### config.mk
export PLATFORM = sky130hd
export DESIGN_NAME = smbr_burst_read
export DESIGN_NICKNAME = d
export VERILOG_FILES = /design/src/design/smbr_burst_read.v
export VERILOG_INCLUDE_DIRS = /design/src /design/src/design
export SDC_FILE = /design/constraint.sdc
export NUM_CORES = 1
export LEC_CHECK = 0
export ABC_CLOCK_PERIOD_IN_PS = 2100
export BUFFER_PORTS_ARGS = -buffer_cell sky130_fd_sc_hd__buf_2
export CORE_ASPECT_RATIO = 1.25
export CORE_MARGIN = 2
export CORE_UTILIZATION = 55
export CTS_BUF_LIST = sky130_fd_sc_hd__clkbuf_8
export DETAILED_ROUTE_END_ITERATION = 16
export PLACE_DENSITY_LB_ADDON = 0.3
export SKIP_LAST_GASP = 1
export SLEW_MARGIN = 15
export SYNTH_ARGS = -nofsm -noshare
export SYNTH_HDL_FRONTEND = slang
export SYNTH_SLANG_ARGS = --single-unit
### constraint.sdc
create_clock -name clock -period 2.1 [get_ports clock]
set_input_delay 0.21 -clock clock [delete_from_list [all_inputs] [get_ports clock]]
set_output_delay 0.21 -clock clock [all_outputs]
set_load 0.02 [all_outputs]
### src/design/smbr_consts.vh
/*
 * Constants for the static memory burst read sequencer: register offsets,
 * field positions, reset values and timing counts.
 * Assumes a 10 MHz system clock and a 32-bit Avalon-MM register bus.
 */
// Behaviour
// - A burst is two to four successive reads, count set by software.
// - At minimum wait programming a four-read burst waits 1-0-0-0.
// - Accesses stretch in whole clocks, by wait count, ready low, or both.
// - Ready is sampled on the expansion clock falling edge before transfer.
// - Ready low postpones transfer one period, then sampled again.
// - Sequential mode takes wait count from the sequential wait field.
// - Sequential mode inserts no idle cycle between successive reads.
// - Address, halfword, word and direction hold until next access starts.
// - Expansion clock and expansion ready are inputs to the device.
`ifndef SMBR_CONSTS_VH
`define SMBR_CONSTS_VH

// Register byte offsets
`define SMBR_OFS_CTRL 4'h0
`define SMBR_OFS_ADDR 4'h4
`define SMBR_OFS_CMD 4'h8
`define SMBR_OFS_STATUS 4'hC
`define SMBR_OFS_DATA0 4'h0

// Control fields
`define SMBR_CTRL_LEN_LSB 0
`define SMBR_CTRL_LEN_MSB 2
`define SMBR_CTRL_WS_LSB 4
`define SMBR_CTRL_WS_MSB 7
`define SMBR_CTRL_SWS_LSB 8
`define SMBR_CTRL_SWS_MSB 11
`define SMBR_CTRL_SQ_BIT 12
`define SMBR_CTRL_WORD_BIT 13
`define SMBR_CTRL_RESET 14'h0004

// Status fields
`define SMBR_ST_BUSY_BIT 0
`define SMBR_ST_DONE_BIT 1

// Burst limits and address steps
`define SMBR_LEN_MIN 3'h2
`define SMBR_LEN_MAX 3'h4
`define SMBR_STEP_WORD 28'h0000004
`define SMBR_STEP_HALF 28'h0000002

// Timing: first access of a burst carries one extra wait state
`define SMBR_FIRST_EXTRA_WS 5'h01
`define SMBR_IDLE_GAP_CYCLES 2'h1

`endif

### src/design/smbr_burst_read.v
/*
 * Static memory burst read sequencer with its Avalon-MM register slave.
 * Assumes the expansion clock and ready pins are asynchronous to clock,
 * and that read data from memory is stable while the access is stretched.
 */
`timescale 1ns/1ps
`include "smbr_consts.vh"

module smbr_burst_read (
  input wire clock,
  input wire resetn,
  input wire [5:0] avs_address,
  input wire avs_read,
  input wire avs_write,
  input wire [31:0] avs_writedata,
  output reg [31:0] avs_readdata,
  output reg avs_waitrequest,
  input wire expansion_clock_in,
  input wire expansion_ready_in,
  input wire [31:0] mem_data_in,
  output reg [27:0] mem_address,
  output reg mem_chip_select_n,
  output reg mem_output_enable_n,
  output reg mem_halfword,
  output reg mem_word,
  output reg mem_write
);

  localparam ST_IDLE = 3'h0;
  localparam ST_GAP = 3'h1;
  localparam ST_WAIT = 3'h2;
  localparam ST_EDGE = 3'h3;
  localparam ST_CAPT = 3'h4;

  // Clamp a programmed burst length into the legal range
  function [2:0] smbr_clamp_len;
    input [2:0] len;
    begin
      if (len < `SMBR_LEN_MIN)
        smbr_clamp_len = `SMBR_LEN_MIN;
      else if (len > `SMBR_LEN_MAX)
        smbr_clamp_len = `SMBR_LEN_MAX;
      else
        smbr_clamp_len = len;
    end
  endfunction

  reg [13:0] ctrl;
  reg [27:0] start_addr;
  reg busy;
  reg done;
  reg [2:0] state;
  reg [2:0] burst_len;
  reg [1:0] index;
  reg [4:0] wait_count;
  reg seq_mode;
  reg [31:0] data_buf [0:3];
  reg clk_s1, clk_s2, clk_s3;
  reg rdy_s1, rdy_s2;
  reg [31:0] dat_s1, dat_s2;

  wire bus_write = avs_write && !avs_waitrequest;
  wire start_req = bus_write && (avs_address[5:2] == (`SMBR_OFS_CMD >> 2)) &&
    avs_writedata[0] && !busy;
  wire clr_done = bus_write && (avs_address[5:2] == (`SMBR_OFS_STATUS >> 2)) &&
    avs_writedata[`SMBR_ST_DONE_BIT];
  wire exp_fall = clk_s3 && !clk_s2;
  wire last_access = ({1'b0, index} == burst_len - 3'h1);
  wire [27:0] step = ctrl[`SMBR_CTRL_WORD_BIT] ? `SMBR_STEP_WORD : `SMBR_STEP_HALF;

  // Pin synchronisers; ready may change at any time relative to clock
  always @(posedge clock) begin
    if (!resetn) begin
      clk_s1 <= 1'b0;
      clk_s2 <= 1'b0;
      clk_s3 <= 1'b0;
      rdy_s1 <= 1'b0;
      rdy_s2 <= 1'b0;
      dat_s1 <= 32'h00000000;
      dat_s2 <= 32'h00000000;
    end else begin
      clk_s1 <= expansion_clock_in;
      clk_s2 <= clk_s1;
      clk_s3 <= clk_s2; // Edge detect looks only at second stage onward
      rdy_s1 <= expansion_ready_in;
      rdy_s2 <= rdy_s1;
      dat_s1 <= mem_data_in;
      dat_s2 <= dat_s1;
    end
  end

  // Avalon slave: one cycle of waitrequest low answers each request
  always @(posedge clock) begin
    if (!resetn) begin
      avs_waitrequest <= 1'b1;
      avs_readdata <= 32'h00000000;
    end else if ((avs_read || avs_write) && avs_waitrequest) begin
      avs_waitrequest <= 1'b0;
      if (avs_read) begin
        if (avs_address[5])
          avs_readdata <= data_buf[avs_address[3:2]];
        else begin
          case (avs_address[5:2])
            (`SMBR_OFS_CTRL >> 2): avs_readdata <= {18'h00000, ctrl};
            (`SMBR_OFS_ADDR >> 2): avs_readdata <= {4'h0, start_addr};
            (`SMBR_OFS_STATUS >> 2): avs_readdata <= {29'h00000000, index == 2'h0 ?
              1'b0 : 1'b1, done, busy};
            default: avs_readdata <= 32'h00000000;
          endcase
        end
      end
    end else begin
      avs_waitrequest <= 1'b1;
    end
  end

  // Configuration registers, written at the acknowledging edge
  always @(posedge clock) begin
    if (!resetn) begin
      ctrl <= `SMBR_CTRL_RESET;
      start_addr <= 28'h0000000;
    end else if (bus_write && !avs_address[5]) begin
      if (avs_address[5:2] == (`SMBR_OFS_CTRL >> 2))
        ctrl <= avs_writedata[13:0];
      if (avs_address[5:2] == (`SMBR_OFS_ADDR >> 2))
        start_addr <= avs_writedata[27:0];
    end
  end

  // Done flag: a burst ending in the clearing cycle still sets it
  always @(posedge clock) begin
    if (!resetn)
      done <= 1'b0;
    else if (state == ST_CAPT && last_access)
      done <= 1'b1;
    else if (clr_done)
      done <= 1'b0;
  end

  // Read sequencer
  always @(posedge clock) begin
    if (!resetn) begin
      state <= ST_IDLE;
      busy <= 1'b0;
      burst_len <= `SMBR_LEN_MIN;
      index <= 2'h0;
      wait_count <= 5'h00;
      seq_mode <= 1'b0;
      mem_address <= 28'h0000000;
      mem_chip_select_n <= 1'b1;
      mem_output_enable_n <= 1'b1;
      mem_halfword <= 1'b0;
      mem_word <= 1'b0;
      mem_write <= 1'b0;
    end else begin
      case (state)
        ST_IDLE: begin
          if (start_req) begin
            busy <= 1'b1;
            burst_len <= smbr_clamp_len(ctrl[`SMBR_CTRL_LEN_MSB:`SMBR_CTRL_LEN_LSB]);
            seq_mode <= ctrl[`SMBR_CTRL_SQ_BIT];
            index <= 2'h0;
            mem_address <= start_addr;
            mem_word <= ctrl[`SMBR_CTRL_WORD_BIT];
            mem_halfword <= !ctrl[`SMBR_CTRL_WORD_BIT];
            mem_write <= 1'b0;
            mem_chip_select_n <= 1'b0;
            mem_output_enable_n <= 1'b0;
            // First access always carries the extra wait state
            wait_count <= {1'b0, ctrl[`SMBR_CTRL_WS_MSB:`SMBR_CTRL_WS_LSB]} +
              `SMBR_FIRST_EXTRA_WS;
            state <= ST_WAIT;
          end
        end
        ST_GAP: begin
          // Idle cycle between non-sequential reads; address held
          mem_chip_select_n <= 1'b0;
          mem_output_enable_n <= 1'b0;
          mem_address <= mem_address + step;
          wait_count <= {1'b0, ctrl[`SMBR_CTRL_WS_MSB:`SMBR_CTRL_WS_LSB]};
          state <= ST_WAIT;
        end
        ST_WAIT: begin
          // Programmed wait states, one whole clock each
          if (wait_count != 5'h00)
            wait_count <= wait_count - 5'h01;
          else
            state <= ST_EDGE;
        end
        ST_EDGE: begin
          // Ready sampled at each expansion clock fall; low means retry
          if (exp_fall && rdy_s2)
            state <= ST_CAPT;
        end
        ST_CAPT: begin
          if (last_access) begin
            busy <= 1'b0;
            mem_chip_select_n <= 1'b1;
            mem_output_enable_n <= 1'b1;
            state <= ST_IDLE; // Pins keep last address, halfword and word
          end else begin
            index <= index + 2'h1;
            if (seq_mode) begin
              // Back to back, sequential wait count
              mem_address <= mem_address + step;
              wait_count <= {1'b0, ctrl[`SMBR_CTRL_SWS_MSB:`SMBR_CTRL_SWS_LSB]};
              state <= ST_WAIT;
            end else begin
              mem_chip_select_n <= 1'b1;
              mem_output_enable_n <= 1'b1;
              state <= ST_GAP;
            end
          end
        end
        default: state <= ST_IDLE;
      endcase
    end
  end

  // Read data capture slots, one per access of the burst
  genvar gi;
  generate
    for (gi = 0; gi < 4; gi = gi + 1) begin : g_slot
      always @(posedge clock) begin
        if (!resetn)
          data_buf[gi] <= 32'h00000000;
        else if (state == ST_CAPT && index == gi)
          data_buf[gi] <= dat_s2;
      end
    end
  endgenerate

endmodule // smbr_burst_read

==> Word level (Yosys, flattened, before mapping) <==
Memory sizes are Yosys's and may differ from the RTL's.
Cells that the tools add are included.
{ "totals": {"out_inout_bits": 66, "mem_bits_rw": 128, "register_bits": 191, "memories": 1} }
{ "op_classes": {"n_bitwise": 4, "muxes": 51, "n_addsub": 5, "n_eq_ne": 19, "magnitude_cmp": 2, "reduce_logical": 39} }
{ "mem_list": {"columns": ["memory", "depth", "width", "rd", "rd_ports_with_merged_regs", "write_ports", "line", "text"], "rows": [
  ["data_buf", 4, 32, 1, 0, 4, "smbr_burst_read.v:57", "reg [31:0] data_buf [0:3];"]
]} }
{ "ops": {"columns": ["cell", "n"], "rows": [
  ["28-bit case mux with 3 select lines", 2],
  ["32-bit 2-to-1 mux", 5],
  ["28-bit 2-to-1 mux", 3],
  ["28-bit by 3-bit adder with 28-bit output", 1],
  ["1-bit 2-to-1 mux", 22],
  ["5-bit 2-to-1 mux", 4],
  ["5-bit case mux with 4 select lines", 1],
  ["3-bit 2-to-1 mux", 6],
  ["1-bit logical AND", 15],
  ["3-bit case mux with 5 select lines", 1],
  ["2-bit inequality test (second input constant)", 7],
  ["3-bit AND reduction", 4],
  ["4-bit by 2-bit equality test with 1-bit output (second input constant)", 2],
  ["2-bit 2-to-1 mux", 4],
  ["2-bit AND reduction", 4],
  ["3-bit by 2-bit equality test with 1-bit output (second input constant)", 2],
  ["4-bit by 1-bit adder with 5-bit output (second input constant)", 1],
  ["1-bit logical NOT", 5],
  ["5-bit AND reduction", 1],
  ["5-bit nonzero test", 1],
  ["5-bit by 1-bit subtractor with 5-bit output (second input constant)", 1],
  ["2-bit equality test (second input constant)", 2],
  ["4-bit by 1-bit equality test with 1-bit output (second input constant)", 1],
  ["4-bit logical NOT", 1],
  ["other kinds (20)", 24]
]} }

==> Longest topological paths before layout <==
{ "logic_depth": {"ltp_word": 7, "ltp_mapped": 8} }

==> Worst setup path before layout <==
Ideal clock, no wire load.
{ "synth_path": {"kind": "reg-to-reg", "startpoint": "register mem_address[1]", "endpoint": "register mem_address[23]", "path_slack_ns": -0.150, "arrival_time_ns": 2.132, "n_path_buf": 0, "t_required_ns": 1.983, "setup_ns": 0.117, "stages_incl_launch_ff": 8, "cell_sequence": "dfxtp_1 -> ha_1 -> fa_1 -> nand3_1 -> nor2_1 -> nand4_1 -> a211o_1 -> a32o_1"} }
{ "synth_via": {"elab_chain_len": 4} }
{ "synth_rtl": {"columns": ["element", "line", "text"], "rows": [
  ["start: declaration", "smbr_burst_read.v:21", "output reg [27:0] mem_address,"],
  ["start signal: assignment", "smbr_burst_read.v:163", "mem_address <= start_addr;"],
  ["start signal: assignment", "smbr_burst_read.v:179", "mem_address <= mem_address + step;"],
  ["start signal: assignment", "smbr_burst_read.v:205", "mem_address <= mem_address + step;"],
  ["28-bit by 3-bit adder with 28-bit output *", "smbr_burst_read.v:179, smbr_burst_read.v:205", null],
  ["28-bit 2-to-1 mux", "smbr_burst_read.v:203", "if (seq_mode) begin"],
  ["28-bit 2-to-1 mux", "smbr_burst_read.v:196", "if (last_access) begin"],
  ["28-bit case mux with 3 select lines *", "smbr_burst_read.v:156", "case (state)"]
]} }
Mark *: on every way between the ends. The rest lies on a longest branch, timed or not. The select of a mux whose other input is x is not followed.
A chain may end at the register's enable or synchronous reset.

==> Final worst setup path <==
{ "layout_path": {"startpoint": "register burst_len[0]", "endpoint": "register mem_address[24]"} }
{ "layout_via": {"elab_chain_len": 4} }
{ "layout_rtl": {"columns": ["element", "line", "text"], "rows": [
  ["start: declaration", "smbr_burst_read.v:53", "reg [2:0] burst_len;"],
  ["start signal: assignment", "smbr_burst_read.v:145", "burst_len <= `SMBR_LEN_MIN;"],
  ["start signal: assignment", "smbr_burst_read.v:160", "burst_len <= smbr_clamp_len(ctrl[`SMBR_CTRL_LEN_MSB:`SMBR_CTRL_LEN_LSB]);"],
  ["3-bit by 1-bit subtractor with 3-bit output", "smbr_burst_read.v:68", "wire last_access = ({1'b0, index} == burst_len - 3'h1);"],
  ["2-bit by 3-bit equality test with 1-bit output", "smbr_burst_read.v:68", null],
  ["2-bit inequality test (no line)", null, null],
  ["4-bit AND reduction (no line)", null, null]
]} }
No other way between the ends.

==> load_flow_metrics.sql <==
INSERT INTO impl_metrics (metric_group, metric, value, unit) VALUES
('drt', 'drtIter0Drc', '692', ''),
('clocking', 'insertion_delay', '0.58', 'ns'),
('sta', 'finalMaxSlewViolations', '0', ''),
('grt', 'final_global_route_overflow_total', '0', ''),
('synthesis', 'ys.warnings.count', '0', ''),
('pwr', 'swShare', '22.8', '%'),
('sta', 'timing.max_slew.rel_slack', '55.9', '%'),
('synthesis', 'async_reset_ff_share', '0', '%'),
('sta', 'tns', '0', 'ns'),
('critical_path', 'timing.critical_path.slowest_cell_delay', '0.48', 'ns'),
('cells_and_area', 'mostFrequentLayoutCells', 'sky130_fd_sc_hd__and2_1, sky130_fd_sc_hd__dfxtp_1, sky130_fd_sc_hd__nand2_1', ''),
('synthesis', 'syn_avg_cell_area', '11.0', 'sq um'),
('synthesis', 'synth_seq_area_share', '56.9', '%'),
('drt', 'drc', '0', ''),
('die', 'die_w', '144', 'um'),
('die', 'top_level_ports', '142', ''),
('sta', 'unrepaired_setup_endpoints_after_global_routing', 'true', ''),
('drt', 'drt.antenna.violating_nets', '0', ''),
('worst_hold_path', 'holdCritPathClass', 'in -> reg', ''),
('clocking', 'clock_tree_root_driver_cell', 'sky130_fd_sc_hd__clkbuf_8', ''),
('die', 'core_area', '24300', 'sq um'),
('sta', 'fmax', '483', 'MHz'),
('synthesis', 'post_synth_instance_area', '13500', 'sq um'),
('status', 'run_status', 'finished, final reports clean', ''),
('die', 'rows', '64', ''),
('placement', 'area_after_dpl', '15000', 'sq um'),
('clocking', 'cts-root-to-sink-buffers', '3', ''),
('cells_and_area', 'most_common_library_cell_in_the_layout_ignoring_fill_and_taps', 'sky130_fd_sc_hd__and2_1', ''),
('critical_path', 'cp_data_required_time', '2.61', 'ns'),
('critical_path', 'worstPathCellList', 'inv_1 -> ha_1 -> xor2_2 -> a31oi_2 -> nor2_2 -> buf_12 -> or4b_1 -> a31oi_1', ''),
('sta', 'period_minus_slack', '2.07', 'ns'),
('run', 'drv.max_cap_violation_count', '0', ''),
('critical_path', 'cp_data_arrival_time', '2.58', 'ns'),
('pwr', 'pwr-share-comb', '6.4', '%'),
('drt', 'drt-pass1-iter-count', '6', ''),
('grt', 'antenna_found_initial', '0', ''),
('synthesis', 'netlist-cell-type-count', '82', ''),
('grt', 'grt_pass1_vias', '10205', ''),
('synthesis', 'synth-seq-cells', '319', ''),
('pwr', 'power.internal', '9730', 'uW'),
('cells_and_area', 'fin_nets', '1560', ''),
('sta', 'tightest_slew', '0.660', 'ns'),
('cells_and_area', 'postLayoutCoreUtil', '69.0', '%'),
('clocking', 'cts.clk_slew.worst_paths', '0.06', 'ns'),
('drt', 'post_drt_via_cell_ratio', '5.64', ''),
('clocking', 'cts_inserted_buffers', '49', ''),
('pwr', 'reported_net_switching_power', '2870', 'uW'),
('synthesis', 'syn-num-nets', '1314', ''),
('placement', 'place.gp.congestion', '0.888', ''),
('synthesis', 'dominantRegCellSynth', 'sky130_fd_sc_hd__dfxtp_1', ''),
('grt', 'grt_first_pass_wirelength', '52300', 'um'),
('sta', 'timing.final.hold_violations', '0', ''),
('cells_and_area', 'area_growth', '24.4', '%'),
('clocking', 'cts_num_sinks', '319', ''),
('pwr', 'power.share.clock', '40.4', '%'),
('drt', 'routed_wl', '33500', 'um'),
('pwr', 'power.share.sequential', '53.1', '%'),
('synthesis', 'synth_edf_count', '128', ''),
('sta', 'final-setup-viol-count', '0', ''),
('pwr', 'peakVddDrop', '508', 'uV'),
('cells_and_area', 'layout-drive-gt1-share', '23.6', '%'),
('sta', 'final.setup.worst_slack', '0.0276', 'ns'),
('drt', 'wire_per_inst', '18.1', 'um'),
('sta', 'final.setup_skew', '0.0245', 'ns'),
('placement', 'buffer_ports.inserted', '134', ''),
('critical_path', 'timing_worst_setup_path_type', 'reg -> reg', ''),
('pwr', 'leakage', '0.00656', 'uW'),
('critical_path', 'cp-end-kind', 'flip-flop', ''),
('grt', 'grt_start_max_net_pins', '56', ''),
('critical_path', 'critPathMaxFanout', '27', ''),
('die', 'floorplan.initialDensity', '55.5', '%');
## power by group through the flow
stage / Clock [uW] / Combinational, uW / Sequential [uW]
after floorplan: 0 / 387 / 6840
after global placement: 0 / 702 / 6820
after detailed placement: 0 / 714 / 6830
after CTS: 5180 / 809 / 6700
after global routing: 5440 / 877 / 6710
final: 5090 / 810 / 6700
## logic make-up after synthesis
| family | Yosys count | synth area share, % |
|---|---|---|
| AND/OR/NAND/NOR | 511 | 20.2 |
| flip-flops | 319 | 56.9 |
| AO/OA/AOI/OAI | 242 | 12.6 |
| buffers and inverters | 102 | 3.11 |
| multiplexers | 37 | 5.75 |
| adder cells (fa/ha/maj) | 11 | 1.06 |
| XOR/XNOR | 5 | 0.325 |
| other | 1 | 0.0278 |
## metrics by stage
step,instances,total power [uW],hold slack [ns]
floorplan,1228,7230,0.326
global placement,1687,7520,0.415
detailed placement,1687,7540,0.418
CTS,1843,12700,0.224
global route,1844,13000,0.279
finish,1845,12600,0.255
## per-layer routing
metal	wire, um	track usage (%)	part of all wire (%)
met1	13400	31.6	40
met4	1220	12.0	3.7
met2	16600	45.9	50
met5	0	0	0
met3	2280	4.25	6.8
## final cells by class
cell class | instances | area, sq um
diodes | 1 | 2.50
clock buffers | 64 | 881
clock inverters | 27 | 119
fillers | 1803 | 7520
inverters | 13 | 48.8
multi-input cells | 807 | 5450
flip-flops and latches | 319 | 7670
well taps | 330 | 413
repair buffers | 284 | 2160
## synth_stat cells, types with 13 or more instances
master | count | share of area (%)
sky130_fd_sc_hd__and2_1 | 203 | 9.4
sky130_fd_sc_hd__dfxtp_1 | 191 | 28
sky130_fd_sc_hd__nand2_1 | 143 | 4.0
sky130_fd_sc_hd__edfxtp_1 | 128 | 29
sky130_fd_sc_hd__a21oi_1 | 68 | 2.5
sky130_fd_sc_hd__clkbuf_1 | 64 | 1.8
sky130_fd_sc_hd__nor2_1 | 63 | 1.8
sky130_fd_sc_hd__mux4_2 | 32 | 5.4
sky130_fd_sc_hd__a22oi_1 | 31 | 1.7
sky130_fd_sc_hd__nor3_1 | 25 | 0.93
sky130_fd_sc_hd__nand3_1 | 20 | 0.74
sky130_fd_sc_hd__o31ai_1 | 19 | 1.1
sky130_fd_sc_hd__a221oi_1 | 18 | 1.2
sky130_fd_sc_hd__buf_2 | 17 | 0.63
sky130_fd_sc_hd__o21ai_0 | 14 | 0.52
sky130_fd_sc_hd__a31oi_1 | 13 | 0.60
sky130_fd_sc_hd__inv_1 | 13 | 0.36
## state kept, by name (all words and copies together) (netlist names), 2 cells and up
name,count
avs_readdata,32
mem_address,28
burst_len,3
dat_s1,32
data_buf,128
start_addr,28
dat_s2,32
ctrl,14
state,3
index,2
wait_count,5
## worst max-delay path: cells and delay by family, from the launching register on
kind            cells  cell delay [ns]
flops               1             0.33
buf+inv             2             0.21
compound gates      2             0.43
simple gates        2             0.55
xor+xnor            1             0.17
fa+ha+maj           1             0.31
## worst paths after layout
path / start / to / slack [ns] / cells past startpoint
min reg2reg: dat_s1[10]$_SDFF_PN0_ / dat_s2[10]$_SDFF_PN0_ / 0.43 / 1
min: avs_address[5] / avs_readdata[26]$_SDFFE_PN0P_ / 0.25 / 4
max reg2reg: burst_len[0]$_SDFFE_PN0P_ / mem_address[24]$_SDFFE_PN0P_ / 0.03 / 8
max: burst_len[0]$_SDFFE_PN0P_ / mem_address[24]$_SDFFE_PN0P_ / 0.03 / 8
## timing repair
| item | CTS | global route |
|---|---|---|
| pin swaps | 1 | 3 |
| hold buffers | 65 | 0 |
| gates resized for setup | 1 | 12 |
| buffers inserted | 0 | 1 |
| setup endpoints to repair | 3 | 21 |
| hold endpoints to repair | 78 | 0 |
| cloned | 0 | 0 |
Power figures use the tool's default switching activity.
